File: src/design/dpl_pkg.sv
// Package of constants for the memory power-cap register bank.
package dpl_pkg;

  // ----------------------------------------------------------------------
  // Register access
  // ----------------------------------------------------------------------
  localparam int unsigned ADDR_W = 4;
  localparam int unsigned DATA_W = 64;
  localparam int unsigned ACC_W = 32;
  localparam logic [3:0] IDX_POWER_CAP = 4'h0;
  localparam logic [3:0] IDX_ENERGY_COUNTER = 4'h1;
  localparam logic [3:0] IDX_POWER_RANGE = 4'h2;
  localparam logic [3:0] IDX_THROTTLE_TIME = 4'h3;

  // ----------------------------------------------------------------------
  // Power cap register fields
  // ----------------------------------------------------------------------
  localparam int unsigned CAP_LIMIT_LSB = 0;
  localparam int unsigned CAP_LIMIT_MSB = 14;
  localparam int unsigned CAP_ENABLE_BIT = 15;
  localparam int unsigned CAP_WIN_LSB = 17;
  localparam int unsigned CAP_WIN_MSB = 23;
  localparam int unsigned CAP_WIN_Y_MSB = 21;
  localparam int unsigned CAP_WIN_F_LSB = 22;
  localparam int unsigned CAP_LOCK_BIT = 31;
  localparam logic [31:0] CAP_WR_MASK = 32'h80FE_FFFF;
  localparam logic [31:0] CAP_RESET = 32'h0000_0000;

  // ----------------------------------------------------------------------
  // Power range register fields
  // ----------------------------------------------------------------------
  localparam int unsigned RNG_TDP_LSB = 0;
  localparam int unsigned RNG_MIN_LSB = 16;
  localparam int unsigned RNG_MAX_LSB = 32;
  localparam int unsigned RNG_WIN_LSB = 48;
  localparam int unsigned POWER_W = 15;
  localparam int unsigned MAXWIN_W = 6;

  // ----------------------------------------------------------------------
  // Window decode and timing
  // ----------------------------------------------------------------------
  localparam int unsigned WIN_TENTHS_W = 35;
  localparam logic [3:0] WIN_F_BASE_TENTHS = 4'hA;
  localparam logic [34:0] TENTHS_PER_UNIT = 35'h0_0000_000A;
  localparam int unsigned ENERGY_INC_W = 16;
  localparam int unsigned REFRESH_CNT_W = 24;
  localparam int unsigned CLK_PERIOD_PS = 5000;
  localparam longint unsigned REFRESH_PERIOD_PS = 64'd1_000_000_000;
  localparam int unsigned REFRESH_CYCLES = int'(REFRESH_PERIOD_PS / CLK_PERIOD_PS);

endpackage

File: src/design/dpl_acc_if.sv
// Interface between the register bank and its wrapping accumulators.
`timescale 1ns/10ps
interface dpl_acc_if;
  logic add_en;
  logic [31:0] add_val;
  logic publish;
  logic [31:0] total;

  modport ctrl
  (
    output add_en,
    output add_val,
    output publish,
    input total
  );

  modport acc
  (
    input add_en,
    input add_val,
    input publish,
    output total
  );
endinterface

File: src/design/dpl_regs.sv
// Register bank of the memory power domain: power cap, energy, range and throttle.
`timescale 1ns/10ps
module dpl_regs
#(
  parameter int unsigned REFRESH_CYCLES = dpl_pkg::REFRESH_CYCLES,
  parameter logic [14:0] TDP_POWER = 15'h0000,
  parameter logic [14:0] MIN_POWER = 15'h0000,
  parameter logic [14:0] MAX_POWER = 15'h7FFF,
  parameter logic [5:0] MAX_WINDOW = 6'h3F
)
(
  // Clock and reset.
  input wire logic i_mclk,
  input wire logic i_resetn,
  // Register read and write requests.
  input wire logic i_rd_req,
  input wire logic i_wr_req,
  input wire logic [dpl_pkg::ADDR_W-1:0] i_addr,
  input wire logic [dpl_pkg::DATA_W-1:0] i_wr_data,
  output logic [dpl_pkg::DATA_W-1:0] o_rd_data,
  output logic o_rd_valid,
  output logic o_wr_ack,
  output logic o_wr_ignored,
  output logic o_addr_err,
  // Domain activity.
  input wire logic [dpl_pkg::ENERGY_INC_W-1:0] i_energy_inc,
  input wire logic i_time_unit_tick,
  input wire logic i_throttled,
  // Cap settings and energy refresh towards the power controller.
  output logic [14:0] o_cap_limit,
  output logic o_cap_enable,
  output logic [4:0] o_window_exp,
  output logic [1:0] o_window_frac,
  output logic [34:0] o_window_tenths,
  output logic o_window_over_max,
  output logic o_cap_locked,
  output logic o_energy_refresh
);

  // ----------------------------------------------------------------------
  // Elaboration checks
  // ----------------------------------------------------------------------
  generate
    if (REFRESH_CYCLES < 2 || REFRESH_CYCLES >= (1 << dpl_pkg::REFRESH_CNT_W))
    begin : g_bad_refresh
      $error("Refresh period out of range for the refresh counter.");
    end
    if (MIN_POWER > MAX_POWER)
    begin : g_bad_power
      $error("Minimum power exceeds maximum power.");
    end
  endgenerate

  // ----------------------------------------------------------------------
  // Window decode
  // ----------------------------------------------------------------------
  // Returns the window length in tenths of a time unit: (10 + Z) << Y.
  function automatic logic [34:0] win_tenths(input logic [6:0] win);
    logic [34:0] base;
    base = {31'h0000_0000, dpl_pkg::WIN_F_BASE_TENTHS} + {33'h0_0000_0000, win[6:5]};
    win_tenths = base << win[4:0];
  endfunction

  // ----------------------------------------------------------------------
  // Address decode
  // ----------------------------------------------------------------------
  logic sel_cap;
  logic sel_energy;
  logic sel_range;
  logic sel_throttle;
  logic sel_any;

  always_comb
  begin
    sel_cap = (i_addr == dpl_pkg::IDX_POWER_CAP);
    sel_energy = (i_addr == dpl_pkg::IDX_ENERGY_COUNTER);
    sel_range = (i_addr == dpl_pkg::IDX_POWER_RANGE);
    sel_throttle = (i_addr == dpl_pkg::IDX_THROTTLE_TIME);
    sel_any = sel_cap | sel_energy | sel_range | sel_throttle;
  end

  // ----------------------------------------------------------------------
  // Power cap register
  // ----------------------------------------------------------------------
  logic [31:0] cap_reg;
  logic [31:0] cap_next;
  logic cap_wr_ok;

  assign cap_wr_ok = i_wr_req & sel_cap & ~cap_reg[dpl_pkg::CAP_LOCK_BIT];

  always_comb
  begin
    cap_next = cap_reg;
    if (cap_wr_ok)
    begin
      // Limit, enable, window and lock are kept; the gaps are dropped.
      cap_next = i_wr_data[31:0] & dpl_pkg::CAP_WR_MASK;
    end
  end

  // Only reset clears the lock, since every write is refused while it is set.
  always_ff @(posedge i_mclk or negedge i_resetn)
  begin
    if (!i_resetn)
    begin
      cap_reg <= dpl_pkg::CAP_RESET;
    end
    else
    begin
      cap_reg <= cap_next;
    end
  end

  // ----------------------------------------------------------------------
  // Cap outputs
  // ----------------------------------------------------------------------
  logic [6:0] cap_win;
  logic [34:0] win_now;
  logic [34:0] win_max_tenths;

  assign cap_win = cap_reg[dpl_pkg::CAP_WIN_MSB:dpl_pkg::CAP_WIN_LSB];
  assign win_now = win_tenths(cap_win);
  assign win_max_tenths = {29'h0000_0000, MAX_WINDOW} * dpl_pkg::TENTHS_PER_UNIT;

  always_ff @(posedge i_mclk or negedge i_resetn)
  begin
    if (!i_resetn)
    begin
      o_cap_limit <= 15'h0000;
      o_cap_enable <= 1'b0;
      o_window_exp <= 5'h00;
      o_window_frac <= 2'h0;
      o_window_tenths <= 35'h0_0000_0000;
      o_window_over_max <= 1'b0;
      o_cap_locked <= 1'b0;
    end
    else
    begin
      o_cap_limit <= cap_reg[dpl_pkg::CAP_LIMIT_MSB:dpl_pkg::CAP_LIMIT_LSB];
      // The controller sees the limit even while the enable bit is clear.
      o_cap_enable <= cap_reg[dpl_pkg::CAP_ENABLE_BIT];
      o_window_exp <= cap_reg[dpl_pkg::CAP_WIN_Y_MSB:dpl_pkg::CAP_WIN_LSB];
      o_window_frac <= cap_reg[dpl_pkg::CAP_WIN_MSB:dpl_pkg::CAP_WIN_F_LSB];
      // Tenths of a time unit; the controller multiplies by the time unit.
      o_window_tenths <= win_now;
      o_window_over_max <= (win_now > win_max_tenths);
      o_cap_locked <= cap_reg[dpl_pkg::CAP_LOCK_BIT];
    end
  end

  // ----------------------------------------------------------------------
  // Energy accumulator and refresh timer
  // ----------------------------------------------------------------------
  localparam logic [23:0] REFRESH_LAST = 24'(REFRESH_CYCLES - 1);

  logic [23:0] refresh_cnt_reg;
  logic refresh_due;
  dpl_acc_if energy_if();
  dpl_acc_if throttle_if();

  assign refresh_due = (refresh_cnt_reg == REFRESH_LAST);

  always_ff @(posedge i_mclk or negedge i_resetn)
  begin
    if (!i_resetn)
    begin
      refresh_cnt_reg <= 24'h00_0000;
    end
    else if (refresh_due)
    begin
      refresh_cnt_reg <= 24'h00_0000;
    end
    else
    begin
      refresh_cnt_reg <= refresh_cnt_reg + 24'h00_0001;
    end
  end

  always_ff @(posedge i_mclk or negedge i_resetn)
  begin
    if (!i_resetn)
    begin
      o_energy_refresh <= 1'b0;
    end
    else
    begin
      o_energy_refresh <= refresh_due;
    end
  end

  // Energy is summed every cycle but only shown at each refresh.
  assign energy_if.add_en = 1'b1;
  assign energy_if.add_val = {16'h0000, i_energy_inc};
  assign energy_if.publish = refresh_due;

  dpl_accum u_energy
  (
    .i_mclk(i_mclk),
    .i_resetn(i_resetn),
    .acc(energy_if.acc)
  );

  // ----------------------------------------------------------------------
  // Throttle accumulator
  // ----------------------------------------------------------------------
  // One count per throttled time unit gives a wrap time of many hours.
  assign throttle_if.add_en = i_time_unit_tick & i_throttled;
  assign throttle_if.add_val = 32'h0000_0001;
  assign throttle_if.publish = 1'b1;

  dpl_accum u_throttle
  (
    .i_mclk(i_mclk),
    .i_resetn(i_resetn),
    .acc(throttle_if.acc)
  );

  // ----------------------------------------------------------------------
  // Read data
  // ----------------------------------------------------------------------
  logic [63:0] range_val;
  logic [63:0] rd_mux;

  always_comb
  begin
    range_val = 64'h0000_0000_0000_0000;
    range_val[dpl_pkg::RNG_TDP_LSB +: dpl_pkg::POWER_W] = TDP_POWER;
    range_val[dpl_pkg::RNG_MIN_LSB +: dpl_pkg::POWER_W] = MIN_POWER;
    range_val[dpl_pkg::RNG_MAX_LSB +: dpl_pkg::POWER_W] = MAX_POWER;
    range_val[dpl_pkg::RNG_WIN_LSB +: dpl_pkg::MAXWIN_W] = MAX_WINDOW;
  end

  // Reads only select a value; no state changes on a read.
  always_comb
  begin
    rd_mux = 64'h0000_0000_0000_0000;
    if (sel_cap)
    begin
      rd_mux = {32'h0000_0000, cap_reg};
    end
    else if (sel_energy)
    begin
      rd_mux = {32'h0000_0000, energy_if.total};
    end
    else if (sel_range)
    begin
      rd_mux = range_val;
    end
    else if (sel_throttle)
    begin
      rd_mux = {32'h0000_0000, throttle_if.total};
    end
  end

  always_ff @(posedge i_mclk or negedge i_resetn)
  begin
    if (!i_resetn)
    begin
      o_rd_data <= 64'h0000_0000_0000_0000;
      o_rd_valid <= 1'b0;
    end
    else
    begin
      o_rd_valid <= i_rd_req;
      if (i_rd_req)
      begin
        o_rd_data <= rd_mux;
      end
    end
  end

  // ----------------------------------------------------------------------
  // Write answers and address errors
  // ----------------------------------------------------------------------
  always_ff @(posedge i_mclk or negedge i_resetn)
  begin
    if (!i_resetn)
    begin
      o_wr_ack <= 1'b0;
      o_wr_ignored <= 1'b0;
    end
    else
    begin
      o_wr_ack <= i_wr_req;
      // Read-only targets, a locked cap and unknown indices drop the write.
      o_wr_ignored <= i_wr_req & ~cap_wr_ok;
    end
  end

  always_ff @(posedge i_mclk or negedge i_resetn)
  begin
    if (!i_resetn)
    begin
      o_addr_err <= 1'b0;
    end
    else
    begin
      o_addr_err <= (i_rd_req | i_wr_req) & ~sel_any;
    end
  end

endmodule

File: src/design/dpl_accum.sv
// Wrapping 32-bit accumulator with a separately published snapshot.
`timescale 1ns/10ps
module dpl_accum
(
  // Clock and reset.
  input wire logic i_mclk,
  input wire logic i_resetn,
  // Control and result.
  dpl_acc_if.acc acc
);

  // ----------------------------------------------------------------------
  // Running sum
  // ----------------------------------------------------------------------
  logic [31:0] run_reg;
  logic [31:0] run_next;
  logic [31:0] total_reg;

  // The sum drops its carry, so it wraps modulo 2^32 with no flag.
  always_comb
  begin
    run_next = run_reg;
    if (acc.add_en)
    begin
      run_next = run_reg + acc.add_val;
    end
  end

  always_ff @(posedge i_mclk or negedge i_resetn)
  begin
    if (!i_resetn)
    begin
      run_reg <= 32'h0000_0000;
    end
    else
    begin
      run_reg <= run_next;
    end
  end

  // ----------------------------------------------------------------------
  // Published snapshot
  // ----------------------------------------------------------------------
  always_ff @(posedge i_mclk or negedge i_resetn)
  begin
    if (!i_resetn)
    begin
      total_reg <= 32'h0000_0000;
    end
    else if (acc.publish)
    begin
      total_reg <= run_next;
    end
  end

  assign acc.total = total_reg;

endmodule

File: config.mk
export PLATFORM = sky130hd
export DESIGN_NAME = dpl_regs
export DESIGN_NICKNAME = d
export VERILOG_FILES = /design/src/design/dpl_pkg.sv /design/src/design/dpl_acc_if.sv /design/src/design/dpl_regs.sv /design/src/design/dpl_accum.sv
export SDC_FILE = /design/constraint.sdc
export NUM_CORES = 1
export LEC_CHECK = 0
export ABC_AREA = 1
export BUFFER_PORTS_ARGS = -buffer_cell sky130_fd_sc_hd__clkbuf_2
export CAP_MARGIN = 10
export CORE_MARGIN = 5
export CORE_UTILIZATION = 40
export DETAILED_ROUTE_END_ITERATION = 8
export GPL_ROUTABILITY_DRIVEN = 0
export PLACE_DENSITY = 0.69
export SKIP_CTS_REPAIR_TIMING = 1
export SYNTH_ARGS = -nofsm -noshare
export SYNTH_HDL_FRONTEND = slang
export SYNTH_HIERARCHICAL = 1
export SYNTH_SLANG_ARGS = --single-unit
File: constraint.sdc
create_clock -name i_mclk -period 2.51 [get_ports i_mclk]
set_input_delay 0.251 -clock i_mclk [delete_from_list [all_inputs] [get_ports i_mclk]]
set_output_delay 0.251 -clock i_mclk [all_outputs]
set_load 0.01 [all_outputs]
# After elaboration in Yosys (flattened, before gate mapping)
# Index checks and enable logic that the tools add are counted.
# Widths: inputs -> output; s select.
totals:
  reg_bits: 273
  latchBits: 0
  ram_bits: 0
  rom_bits: 0
  input_bits: 90
  out_inout_bits: 129
  elab_cells: 46
  memories: 0
op_classes:
  add_sub_neg: 4
  multipliers: 0
  n_div: 0
  n_lt_le_gt_ge: 1
  eq_ne: 4
  shift: 1
  n_mux: 5
  bitwise: 12
  n_reduce_logical: 1
ops:
  columns: ["operator", "count"]
  rows:
  - ["$mux 64", 2]
  - ["$mux 54", 1]
  - ["$gt 35x10->1 const B", 1]
  - ["$shl 5x5->35", 1]
  - ["$add 32x1->32 const B", 1]
  - ["$add 32x16->32", 1]
  - ["$mux 32", 1]
  - ["$add 24x1->24 const B", 1]
  - ["$eq 24x18->1 const B", 1]
  - ["$mux 24", 1]
  - ["$eq 4x2->1 const B", 2]
  - ["$add 4x2->5 const A", 1]
  - ["$and 1x1->1", 5]
  - ["$eq 4x1->1 const B", 1]
  - ["$logic_not 4->1", 1]
  - ["$or 1x1->1", 4]
  - ["$not 1->1", 3]

# Logic depth before layout (Yosys ltp)
# Gate-level depths: netlist of run 1.
logic_depth:
  ltp_word: 6
  mapped_depth: 14
  mapped_depth_nobuf: 14

# Modules after synthesis
# The synthesis of run 1 kept the hierarchy.
modules_own_cells:
  columns: ["mod", "n_inst", "cells_each", "area_each_um2"]
  rows:
  - ["dpl_accum", 2, 753, 4862.2]
  - ["dpl_regs", 1, 766, 6641.4]

# Least setup slack after synthesis of run 1
# No wires, ideal clock.
synth_path:
  kind: "register to register"
  startpoint: "reg refresh_cnt_reg[20]"
  endpoint: "reg u_energy.total_reg[21] (netlist: u_energy/acc.total[21])"
  setup_ns: 0.117
  arrival_ns: 1.922
  required_ns: 2.393
  slack_ns: 0.471
  stages_incl_launch_ff: 11
  path_buffers: 3
  cell_sequence: "dfrtp_1 -> or2_2 -> nor3_1 -> nand4_1 -> inv_1 -> clkbuf_1 -> inv_1 -> buf_2 -> clkbuf_1 -> nand2_1 -> nand2_1"
synth_via:
  elab_chain_cells: 1
synth_lines:
  columns: ["item", "line", "text"]
  rows:
  - ["from (decl)", "dpl_regs.sv:156", "logic [23:0] refresh_cnt_reg;"]
  - ["from (signal assigned)", "dpl_regs.sv:175", "refresh_cnt_reg <= refresh_cnt_reg + 24'h00_0001;"]
  - ["$eq 24x18->1", "dpl_regs.sv:161", "assign refresh_due = (refresh_cnt_reg == REFRESH_LAST);"]
  - ["named net energy_if.publish", "dpl_acc_if.sv:6", "logic publish;"]
  - ["to (signal assigned)", "dpl_accum.sv:52", "total_reg <= run_next;"]
  - ["to (decl)", "dpl_accum.sv:17", "logic [31:0] total_reg;"]
# The timed path passes the listed nets, and every way through them passes these cells.
# A chain may end at the register's enable or synchronous reset.

# Worst setup path in the final report of run 1
layout_path:
  startpoint: "reg u_throttle.run_reg[0]"
  endpoint: "reg u_throttle.run_reg[24]"
layout_via:
  elab_chain_cells: 1
layout_lines:
  columns: ["item", "line", "text"]
  rows:
  - ["from (decl)", "dpl_accum.sv:15", "logic [31:0] run_reg;"]
  - ["from (signal assigned)", "dpl_accum.sv:37", "run_reg <= run_next;"]
  - ["$add 32x1->32", "dpl_accum.sv:25", "run_next = run_reg + acc.add_val;"]
# No other way between the ends.

==> results of run 1 <==
## per-layer routing
| layer | wire [microns] | vias to the layer above |
|---|---|---|
| met5 | 0 | - |
| met2 | 20700 | 387 |
| met1 | 18500 | 6749 |
| met4 | 1100 | 0 |
| li1 | - | 7311 |
| met3 | 2250 | 67 |
## power groups by stage
stage | sequential (mW) | combinational (mW) | clock, mW
2_1_floorplan | 6.00 | 6.09 | 0
3_3_place_gp | 6.05 | 7.63 | 0
4_1_cts | 6.02 | 7.83 | 4.26
5_1_grt | 6.13 | 9.32 | 4.45
3_5_place_dp | 6.08 | 7.77 | 0
6_report | 6.02 | 8.22 | 4.17
## area by class of cell
class                      count  area [sq um]  area share (%)
inverter                     380          1430            7.53
multi-input combinational   1598          7860            41.5
clock buffer                  38           810            4.28
tap                          532           666            3.52
sequential                   274          6860            36.2
timing repair buffer         201          1200            6.36
clock inverter                14           116           0.615
## worst register-to-register path: cells and delay by family, from the launching register on
kind          cells  cell delay [ns]
flops             1             0.38
fa+ha+maj         2             0.70
simple gates     11             1.09
## per-stage QoR
step	utilization, %	setup WS [ns]	std cells
floorplan	-	0.471	2336
global placement	43.8	0.275	2964
detailed placement	43.8	0.273	2964
CTS	46.1	0.250	3016
global route	46.6	0.0319	3037
finish	46.6	0.239	3037
## cells by family after synthesis
group           Yosys count  share of synthesized area, %
xor+xnor                 49                          2.62
other cells               2                        0.0459
flops                   274                          41.9
compound gates          196                          6.55
mux                       8                         0.550
fa+ha+maj                66                          5.14
buf+inv                 464                          11.6
simple gates           1213                          31.6
## cells in the mapped netlist, types with 2 or more instances
cell type  number  area, sq um
or2_2          35          219
o21ai_2        10         87.6
nand3_2         8         80.1
inv_2           5         18.8
nand3b_2        2         22.5
o21a_1          4         30.0
xor2_1         16          140
ha_1           64          801
xnor2_1        33          289
and2_1         30          188
nor2_4          3         33.8
o21ai_1         8         40.0
inv_1         375         1410
clkbuf_1       24         90.1
nor2_1        185          694
or2_1           2         12.5
nand2_1       714         2680
fa_1            2         40.0
nor3_1         21          105
buf_1           3         11.3
dfrtp_1       274         6860
nor2_2          5         31.3
nand3_1       171          856
conb_1          2         7.51
nand2_2        15         93.8
buf_4          32          240
a31oi_1         6         37.5
o21ai_0        92          460
buf_2          25          125
a21boi_0        4         30.0
nand4_1        14         87.6
nor3_2          3         30.0
o21bai_1        2         15.0
nor4_1          3         18.8
a21o_1          2         15.0
mux2_2          8         90.1
a21oi_1        62          310
o211ai_1        4         30.0
## cells in the final DEF, fill, tap and decap left out, drive strengths merged, types with 3 or more instances in the layout
cell type    count
nand2          729
inv            382
dfrtp          274
clkbuf         204
nor2           193
nand3          179
o21ai          110
conb            66
ha              64
a21oi           62
or2             37
xnor2           33
and2            30
nor3            25
dlygate4sd3     21
xor2            16
nand4           14
buf             14
clkinv          10
mux2             8
a31oi            6
o21a             4
a21boi           4
o211ai           4
nor4             3
nand3b           3
## worst max path at each step
stage / startpoint / end / cells after the start / slack (ns)
after CTS: u_throttle/run_reg[0] / u_throttle/run_reg[24] / 13 / 0.25
after global routing: u_throttle/run_reg[0] / u_throttle/acc.total[24] / 14 / 0.03
final: u_throttle/run_reg[0] / u_throttle/run_reg[24] / 13 / 0.24
after floorplan: refresh_cnt_reg[20] / u_energy/acc.total[21] / 10 / 0.47
after detailed placement: u_throttle/run_reg[0] / u_throttle/run_reg[24] / 13 / 0.27
after global placement: u_throttle/run_reg[0] / u_throttle/run_reg[24] / 13 / 0.28
==> key figures, run 1 <==
Worst setup path
  • Reg2Reg Setup Slack: 0.24 ns
  • Worst r2r src: u_throttle/run_reg[0]
  • Worst Reg-to-Reg Cells: 13
  • CP dominant cell by count: nand2_1
  • Worst path bufs/invs: 0
  • Critical-path maximum fanout: 5
  • Critical path startpoint category: register
  • Crit path required time: between 2 and 3 ns
  • Reg2reg end: u_throttle/run_reg[24]
  • Crit path DAT: about 2.7 ns
  • CP endpoint kind: register
  • Critical setup path kind: register to register
  • CP max stage delay: between 0.4 and 0.5 ns
  • Crit path cell chain: ha_1, fa_1, nand3_1, nand3_1, nand2_1, nand2_1, nand2_1, nand2_1, nand2_1, nand2_1, nand2_1, nand3_1, and2_1
  • Family with the most delay on the worst path: simple AND/OR/NAND/NOR gates
  • CP max-delay cell: fa_1

Finish
  • Top Registers: o_window_tenths x35, o_rd_data x33
  • N_diodes: 0
  • Share of layout cells above drive strength 1: about an eighth
  • Top reg by flops: o_window_tenths
  • Final nets: 2640
  • Layout fillers: 3997
  • Area grow syn2layout: 15.7%
  • Max FFs per register: 35
  • Cell area after layout: 0.0189 sq mm

Power and ir drop
  • Cell Int Power: 10.8 mW
  • Net Switching: approximately 7.6 mW
  • Power per cell area: 972 mW/mm^2
  • Final Power: 18.4 mW
  • P_leak: about 10 nW
  • Combinational power share: 44.6%
  • Clock group share of total power: between 20% and 30%
  • Sw Ratio: around 41%
  • Peak supply drop: 0.570 mV
  • Part of the power in registers: between 30% and 40%

Hold path
  • Hold endpoint: cap_reg[8]
  • Hold path cells: 3
  • Min-delay src: i_wr_data[8]
  • Worst Hold Class: input pin to register

Logic synthesis
  • Sequential fraction of the synthesis area: a little over two fifths
  • Synth cell types: 42
  • Syn Inst Count: 2272
  • Post-synth ARST share: between 90% and 100%
  • Mapped cell area: ~0.016 sq mm
  • EDFF count, synth: 0
  • Main flop type after synthesis: dfrtp_1
  • #FFs+latches synth: 274
  • Yosys warns: 6
  • Syn Area/Cell: just over 7 sq um

Floorplan
  • Chip Height: between 200 and 250 microns
  • Num ports: 219
  • Starting Density: between 40 and 50%
  • # rows: between 70 and 80
  • Full die area: between 0.04 and 0.05 sq mm
  • Die Span X: roughly 210 microns
  • Core area: about 0.041 sq mm

CTS
  • H-tree levels: 1
  • Clock tree buffer depth: 3
  • Clock Latency Late Sink: about 0.54 ns
  • Root buffer cell: clkbuf_16
  • CTS tree: built
  • Inserted Clock Buffers: 29
  • Clk sink count: between 200 and 300
  • Worst-path clk slew: ~0.060 ns

Placement
  • Port Buffers: roughly 170
  • Placed instance area: 0.0178 sq mm
  • DPL Wire Length: roughly 32000 microns

GRT
  • Met1 Use GR: a little under a quarter
  • GR peak layer: met2
  • Grt total ovfl: 0
  • Vias in the first global route: between 10k and 15k
  • Gr usage total: between 10% and 20%
  • Met2 Use GR: 32.2%
  • Met3 usage: 2.11%
  • Largest net degree at the start of global routing: 85
  • First-pass GRT wire length: around 68000 microns
  • Initial antenna violation count: 0

Timing
  • Hold Worst Slack: -0.0279 ns
  • Setup tns final: 0 ns
  • Slew Limit Fails: 0
  • Final Hold Viols: 3
  • Max frequency: 0.440 GHz
  • Fin crit period: around 2.3 ns
  • Final critical-path share of the clock period: between 90 and 100%
  • Unrepaired setup endpoints after global routing: no
  • Clock skew: 0.0122 ns
  • Relative max-transition margin: 29.0%
  • Worst-Margin Slew: 1.06 ns
  • Final setup fails: 0

Routing
  • Avg WL per Cell: about 14 microns
  • Pre-Repair DR Iteration Count: 5
  • Post-Route WL: between 40000 and 50000 microns
  • ANT nets after route: 0
  • Drc violations: 0
  • DRT iter0 DRCs: about 1.1k
  • Via count: ~15k
  • Via-per-instance ratio: ~4.8

Run status
  • Run status: finished, violations left
  • Violated checks: negative hold slack

Job
  • Max-Cap Viols: 0
Note: power is estimated with default switching activity, not from simulation.
==> run 2, diff against run 1 <==
--- a/config.mk
+++ b/config.mk
@@ -8,11 +8,11 @@
 export ABC_AREA = 1
 export BUFFER_PORTS_ARGS = -buffer_cell sky130_fd_sc_hd__clkbuf_2
 export CAP_MARGIN = 10
-export CORE_MARGIN = 5
 export CORE_UTILIZATION = 40
 export DETAILED_ROUTE_END_ITERATION = 8
 export GPL_ROUTABILITY_DRIVEN = 0
 export PLACE_DENSITY = 0.69
+export RECOVER_POWER = 25
 export SKIP_CTS_REPAIR_TIMING = 1
 export SYNTH_ARGS = -nofsm -noshare
 export SYNTH_HDL_FRONTEND = slang
==> run 2 against run 1 <==
The flow finishes with violations (negative hold slack, max-capacitance violations, max-slew violations). Core utilization is 0.74 points higher. Total power increased by 0.98%. Global-route usage rose by 1.7 points. First-iteration DRC count fell by 7.3%. Non-clock buffer count is 1 higher. Sequential power about the same. Critical path type unchanged. Fmax up 3.5%. Worst hold slack gained 0.0017 ns.
==> key figures, run 2 (synthesized netlist as in run 1, its figures left out) <==
Run status
  • Run status: finished, violations left
  • Violated checks: negative hold slack, max-capacitance violations, max-slew violations

Worst setup path
  • Critical setup path kind: register to register
  • Worst Reg-to-Reg Cells: 13 (unchanged)
  • Critical path startpoint category: register
  • CP endpoint kind: register
  • Crit path DAT: 2.62 ns (-0.08 ns)
  • Worst r2r src: u_energy/run_reg[0]
  • Crit path required time: 2.94 ns (about the same)
  • CP dominant cell by count: nand2_1
  • CP max stage delay: 0.45 ns (-0.02 ns)
  • Crit path cell chain: ha_1, fa_1, nand3_1, nand3_1, nand2_1, nand2_1, nand2_1, nand2_1, nand2_1, nand2_1, nand2_1, nand3_1, and2_1
  • Reg2Reg Setup Slack: 0.32 ns (+0.08 ns)
  • CP max-delay cell: fa_1
  • Reg2reg end: u_energy/run_reg[24]
  • Critical-path maximum fanout: 5 (unchanged)

Routing
  • Avg WL per Cell: 13.7 microns (-2.0%)
  • DRT iter0 DRCs: 980 (-7.3%)
  • Via count: 14.4k (-0.54%)
  • Post-Route WL: 41700 microns (-2.2%)
  • Drc violations: 0 (unchanged)
  • ANT nets after route: 0 (unchanged)
  • Pre-Repair DR Iteration Count: 5 (unchanged)
  • Via-per-instance ratio: 4.76 (-0.31%)

Timing
  • Clock skew: 0.0358 ns (+0.0236 ns)
  • Slew Limit Fails: 49 (+49)
  • Final critical-path share of the clock period: 87.4% (-3.1 points)
  • Final Hold Viols: 5 (+2)
  • Relative max-transition margin: -6.04% (-35 points)
  • Max frequency: 0.456 GHz (+3.5%)
  • Fin crit period: 2.19 ns (-0.0769 ns)
  • Unrepaired setup endpoints after global routing: no
  • Setup tns final: 0 ns (unchanged)
  • Final setup fails: 0 (unchanged)
  • Hold Worst Slack: -0.0262 ns (+0.00170 ns)
  • Worst-Margin Slew: 1.59 ns (+0.526 ns)

Hold path
  • Worst Hold Class: input pin to register
  • Hold endpoint: cap_reg[2]
  • Min-delay src: i_wr_data[2]
  • Hold path cells: 3 (unchanged)

Finish
  • Top Registers: o_window_tenths x35, o_rd_data x33
  • Final nets: 2640 (unchanged)
  • FF+latch area: 0.00686 sq mm (unchanged)
  • Top reg by flops: o_window_tenths
  • Share of layout cells above drive strength 1: 12.9% (-0.040 points)
  • Final core utilization: 47.3% (+0.74 points)
  • Area grow syn2layout: 15.7% (about the same)
  • Cell area after layout: 0.0189 sq mm (about the same)
  • Layout fillers: 3947 (-1.3%)
  • Commonest non-fill, non-tap cell in the layout: nand2_1
  • Multi-input gate area: 0.00785 sq mm (about the same)
  • Most frequent cells in the layout: nand2_1 (714), inv_1 (375), dfrtp_1 (274)
  • N_diodes: 0 (unchanged)
  • Max FFs per register: 35 (unchanged)

GRT
  • GR peak layer: met2
  • Met1 Use GR: 26.0% (+2.2 points)
  • Vias in the first global route: 13.7k (-1.5%)
  • Gr usage total: 19.9% (+1.7 points)
  • Largest net degree at the start of global routing: 73 (-14%)
  • First-pass GRT wire length: 67900 microns (-0.86%)
  • Met3 usage: 2.22% (+0.11 points)
  • Initial antenna violation count: 0 (unchanged)
  • Met2 Use GR: 34.1% (+1.9 points)
  • Grt total ovfl: 0 (unchanged)

CTS
  • Inserted Clock Buffers: 28 (-3.4%)
  • Clk sink count: 274 (unchanged)
  • Clock Latency Late Sink: 0.56 ns (+0.02 ns)
  • Clock tree buffer depth: 3 (unchanged)
  • Root buffer cell: clkbuf_16
  • H-tree levels: 1 (unchanged)
  • Worst-path clk slew: 0.06 ns (about the same)
  • CTS tree: built

Floorplan
  • # rows: 73 (-1.4%)
  • Chip Height: 204 microns (-3.8%)
  • Die Span X: 204 microns (-3.8%)
  • Full die area: 0.0417 sq mm (-7.4%)
  • Num ports: 219 (unchanged)
  • Starting Density: 40.9% (+0.64 points)
  • Core area: 0.0400 sq mm (-1.6%)

Placement
  • Port Buffers: 167 (unchanged)
  • Placed instance area: 0.0178 sq mm (about the same)
  • DPL Wire Length: 31800 microns (-1.2%)

Power and ir drop
  • Peak supply drop: 0.575 mV (+0.84%)
  • Power per cell area: 982 mW/mm^2 (+0.99%)
  • P_leak: 10.5 nW (about the same)

Job
  • Max-Cap Viols: 1 (+1)
-- run 2: cell types whose count changed in the layout (fill, tap and decap cells not counted), moves of 2 or more --
cell	previous run	this run
bufinv_16	1	4
buf_4	9	11
inv_6	2	0
buf_12	4	2
-- run 2: critical path: cells and delay by family, from the launching register on --
| family | cells | cell delay (ns) |
|---|---|---|
| AND/OR/NAND/NOR | 11 | 1.03 |
| adder cells (fa/ha/maj) | 2 | 0.68 |
| flip-flops | 1 | 0.37 |
-- run 2: area by class of cell --
class                   count  area share [%]
multi-input cells        1598            41.5
flip-flops and latches    274            36.2
inverters                 380            7.53
repair buffers            202            6.17
clock buffers              36            4.12
well taps                 525            3.47
clock inverters            15            1.02
-- run 2: where the power goes --
| part | internal, mW | leakage [nW] | total (mW) | switching, mW |
|---|---|---|---|---|
| Clock | 2.61 | 0.487 | 4.37 | 1.76 |
| Sequential | 5.42 | 3.23 | 6.03 | 0.614 |
| Combinational | 3.00 | 6.77 | 8.19 | 5.19 |
| Total | 11.0 | 10.5 | 18.6 | 7.56 |
-- run 2: metal layers --
metal | vias up | routed length, microns | share of wire (%)
li1 | 7312 | - | -
met1 | 6686 | 18700 | 45
met2 | 370 | 19700 | 47
met3 | 67 | 1990 | 4.8
met4 | 0 | 1240 | 3.0
met5 | - | 0 | 0
-- run 2: worst max path at each step --
stage                          start                      to  depth (start not counted)
3_5_place_dp   u_throttle/run_reg[0]  u_throttle/run_reg[24]                         13
5_1_grt                     i_resetn   u_throttle/run_reg[8]                          3
6_report         u_energy/run_reg[0]    u_energy/run_reg[24]                         13
4_1_cts          u_energy/run_reg[0]    u_energy/run_reg[24]                         13
3_3_place_gp   u_throttle/run_reg[0]  u_throttle/run_reg[24]                         13
2_1_floorplan    refresh_cnt_reg[20]  u_energy/acc.total[21]                         10
-- run 2: metrics by stage --
stage	hold WS (ns)	std cells	worst slack (ns)	total power, mW
final	-0.0262	3030	0.316	18.6
after global routing	0.00304	3030	0.0480	20.1
after CTS	-0.376	3010	0.307	18.3
after detailed placement	0.213	2959	0.304	13.9
after global placement	0.208	2959	0.306	13.7
after floorplan	-0.0446	2336	0.471	12.1
==> run 3, diff against run 2 <==
--- a/config.mk
+++ b/config.mk
@@ -5,7 +5,6 @@
 export SDC_FILE = /design/constraint.sdc
 export NUM_CORES = 1
 export LEC_CHECK = 0
-export ABC_AREA = 1
 export BUFFER_PORTS_ARGS = -buffer_cell sky130_fd_sc_hd__clkbuf_2
 export CAP_MARGIN = 10
 export CORE_UTILIZATION = 40
==> run 3 against run 2 <==
The flow finishes with violations (design-rule violations, max-capacitance violations, max-slew violations, negative setup slack). Via count decreased by 22%. Core utilization increased by 5.1 points. Flip-flop and latch count unchanged. Combinational power increased by 28%. Worst setup slack got worse by 0.53 ns. Critical path depth decreased by 2. Routed wire length decreased by 8.0%. Global-route usage decreased by 0.28 points. Register-to-register slack got worse by 0.53 ns. Fmax decreased by 19%. Die area decreased by 11%. First-iteration DRC count decreased by 24%. Critical endpoint is now u_throttle/acc.total[20]. Largest power group unchanged.
==> key figures, run 3 <==
CTS
  • Clk sink count: 274 (unchanged)
  • CTS tree: built
  • Worst-path clk slew: 0.06 ns (about the same)
  • Clock tree buffer depth: 3 (unchanged)
  • Root buffer cell: clkbuf_16
  • Inserted Clock Buffers: 30 (+7.1%)
  • Clock Latency Late Sink: 0.59 ns (+0.03 ns)
  • H-tree levels: 1 (unchanged)

GRT
  • Grt total ovfl: 0 (unchanged)
  • Largest net degree at the start of global routing: 76 (+4.1%)
  • Met1 Use GR: 27.6% (+1.6 points)
  • Met3 usage: 3.82% (+1.6 points)
  • Gr usage total: 19.6% (-0.28 points)
  • Initial antenna violation count: 1 (+1)
  • Met2 Use GR: 30.8% (-3.3 points)
  • GR peak layer: met2
  • First-pass GRT wire length: 58200 microns (-14%)
  • Vias in the first global route: 11.0k (-19%)

Finish
  • N_diodes: 0 (unchanged)
  • Commonest non-fill, non-tap cell in the layout: dfrtp_1
  • Cell area after layout: 0.0187 sq mm (-0.97%)
  • Final nets: 1805 (-32%)
  • Most frequent cells in the layout: dfrtp_1 (273), clkbuf_2 (165), buf_4 (110)
  • Top Registers: o_window_tenths x35, o_rd_data x33
  • Post-Layout Cell Count: 2133 (-30%)
  • Layout fillers: 3139 (-20%)
  • Area grow syn2layout: 28.5%
  • Share of layout cells above drive strength 1: 37.0% (+24 points)
  • Top reg by flops: o_window_tenths
  • Max FFs per register: 35 (unchanged)

Logic synthesis
  • Synth Area in Compound Gates: 14.2% (+7.6 points)
  • EDFF count, synth: 0 (unchanged)
  • Yosys top cell area share: 47.0% (+5.1 points)
  • Synth Area in XOR/XNOR: 4.08% (+1.5 points)
  • Post-synth ARST share: 100% (unchanged)
  • Syn Area/Cell: 11.1 sq um (+54%)
  • Sequential fraction of the synthesis area: 47.0% (+5.1 points)
  • #FFs+latches synth: 274 (unchanged)
  • Most frequent cells after synthesis: dfrtp_1 (274), mux2_2 (146), nor2_1 (75), nand2_1 (71), ha_1 (64)
  • Mapped cell area: 0.0146 sq mm (-11%)
  • Post-Synth Adder-Cell Area: 5.76% (+0.63 points)
  • Yosys top cell by area: dfrtp_1
  • Yosys warns: 6 (unchanged)
  • Count leader, synth: dfrtp_1
  • Combinational family with the most area after synthesis: compound AO/OA/AOI/OAI gates
  • Syn Inst Count: 1313 (-42%)
  • Simple-gate share of the synthesized area: 11.3% (-20 points)
  • Dominant cells by area after synthesis: dfrtp_1 (47%), mux2_2 (11%), ha_1 (5.5%)
  • Synth cell types: 85 (+100%)
  • Mux share of post-synthesis cell area: 12.9% (+12 points)
  • Main flop type after synthesis: dfrtp_1

Power and ir drop
  • Sw Ratio: 37.1% (-3.6 points)
  • Net Switching: 7.94 mW (+5.0%)
  • Power per cell area: 1140 mW/mm^2 (+16%)
  • Clock group share of total power: 21.0% (-2.5 points)
  • Combinational power share: 49.3% (+5.2 points)
  • Cell Int Power: 13.4 mW (+22%)
  • P_leak: 8.77 nW (-16%)
  • Peak supply drop: 0.761 mV (+32%)
  • Part of the power in registers: 29.7% (-2.7 points)

Timing
  • Final critical-path share of the clock period: 108% (+21 points)
  • Final Hold Viols: 0 (-5)
  • Max frequency: 0.367 GHz (-19%)
  • Worst-Margin Slew: 1.86 ns (+0.274 ns)
  • Fin crit period: 2.72 ns (+0.528 ns)
  • Final Worst Setup Slack: -0.212 ns (-0.528 ns)
  • Relative max-transition margin: -24.3% (-18 points)
  • Final setup fails: 36 (+36)
  • Slew Limit Fails: 92 (+88%)
  • Clock skew: 0.0486 ns (+0.0128 ns)
  • Setup tns final: -3.63 ns (-3.63 ns)
  • Unrepaired setup endpoints after global routing: yes

Worst setup path
  • Crit path required time: 2.94 ns (about the same)
  • Critical setup path kind: register to register
  • CP max-delay cell: dfrtp_1
  • Critical-path maximum fanout: 3 (-2)
  • Crit path cell chain: ha_4, fa_2, a21oi_4, o21ai_4, o2111ai_4, a21oi_2, a21oi_2, buf_6, xnor2_2, mux2_4, mux2_4
  • Worst path bufs/invs: 1 (+1)
  • Critical path startpoint category: register
  • CP endpoint kind: register
  • Crit path DAT: 3.16 ns (+0.54 ns)
  • CP max stage delay: 0.41 ns (-0.04 ns)
  • Family with the most delay on the worst path: compound AO/OA/AOI/OAI gates

Routing
  • Post-Route WL: 38300 microns (-8.0%)
  • Drc violations: 11 (+11)
  • Avg WL per Cell: 18.0 microns (+31%)
  • Pre-Repair DR Iteration Count: 7 (+2)
  • Via count: 11.3k (-22%)
  • DRT iter0 DRCs: 740 (-24%)
  • ANT nets after route: 0 (unchanged)
  • Via-per-instance ratio: 5.29 (+11%)

Floorplan
  • Core area: 0.0357 sq mm (-11%)
  • Full die area: 0.0372 sq mm (-11%)
  • Num ports: 219 (unchanged)
  • Starting Density: 40.8% (-0.094 points)
  • Die Span X: 193 microns (-5.5%)
  • Chip Height: 193 microns (-5.5%)
  • # rows: 69 (-5.5%)

Placement
  • Worst slack, placed: -0.226 ns (-0.530 ns)
  • DP Cell Count: 2040 (-31%)
  • Placed instance area: 0.0168 sq mm (-5.8%)
  • Port Buffers: 167 (unchanged)
  • DPL Wire Length: 26500 microns (-17%)

Job
  • Max-Cap Viols: 2 (+1)

Run status
  • Violated checks: design-rule violations, max-capacitance violations, max-slew violations, negative setup slack
  • Run status: finished, violations left

Hold path
  • Worst Hold Class: input pin to register
-- run 3: changes by cell type after synthesis, moves of 20 or more --
| cell | change |
|---|---|
| and2_1 | -21 |
| o21ai_0 | -55 |
| nand2_1 | -643 |
| nor2_1 | -110 |
| nor2b_1 | +25 |
| a22oi_1 | +26 |
| o22ai_1 | +37 |
| buf_2 | -20 |
| nand3_1 | -141 |
| mux2_2 | +138 |
| or2_2 | -30 |
| inv_1 | -315 |
-- run 3: stage by stage --
step	hold slack (ns)	total power, mW	util (%)
floorplan	-0.0446	12.2	-
global placement	0.213	14.9	46.9
detailed placement	0.228	15.1	46.9
CTS	-0.351	19.7	49.7
global route	0.140	22.7	52.5
finish	0.115	21.4	52.5
-- run 3: path summary, 6_finish.rpt --
path                       cells after the start                       end                   from  slack, ns
max                                           11  u_throttle/acc.total[20]  u_throttle/run_reg[0]      -0.21
min                                            2             o_rd_data[14]               i_rd_req       0.12
max reg2reg                                   11  u_throttle/acc.total[20]  u_throttle/run_reg[0]      -0.21
min reg2reg                                    0              o_cap_enable            cap_reg[15]       0.40
max in group asynchronous                      3       o_window_tenths[25]               i_resetn       0.25
min in group asynchronous                      2    u_throttle/run_reg[27]               i_resetn       0.63
-- run 3: power groups by stage --
stage / Combinational (mW) / Clock, mW / Sequential, mW
3_3_place_gp: 8.61 / 0 / 6.32
2_1_floorplan: 6.08 / 0 / 6.16
4_1_cts: 8.84 / 4.59 / 6.29
3_5_place_dp: 8.77 / 0 / 6.35
5_1_grt: 11.4 / 4.78 / 6.47
6_report: 10.5 / 4.50 / 6.34
-- run 3: worst reg2reg max path, stage by stage, from the launching register on --
cell and delay, ns:
dfrtp_1 0.41, ha_4 0.18, fa_2 0.41, a21oi_4 0.18, o21ai_4 0.08, o2111ai_4 0.29
a21oi_2 0.13, a21oi_2 0.17, buf_6 0.14, xnor2_2 0.06, mux2_4 0.26, mux2_4 0.26
-- run 3: per-layer routing --
layer  vias to the layer above  share of wire, %
li1                       5307                 -
met5                         -             0.034
met1                      5635                46
met4                         2               2.6
met2                       283                46
met3                        57               5.0
-- run 3: cell type report --
cell class / instances / area, sq um / area share (%)
clock inverters: 14 / 183 / 0.974
repair buffers: 315 / 2060 / 11.0
well taps: 461 / 577 / 3.08
clock buffers: 41 / 832 / 4.44
multi-input cells: 968 / 8020 / 42.8
flip-flops and latches: 274 / 6860 / 36.6
inverters: 60 / 225 / 1.20
-- run 3: logic make-up (layout without fill, tap and decap cells) --
group                    after synthesis  count (layout)
AO/OA/AOI/OAI                        283             283
XOR/XNOR                              68              68
adder cells (fa/ha/maj)               66              66
buffers and inverters                138             430
flip-flops                           274             274
multiplexers                         167             167
other                                  2              69
AND/OR/NAND/NOR                      315             315
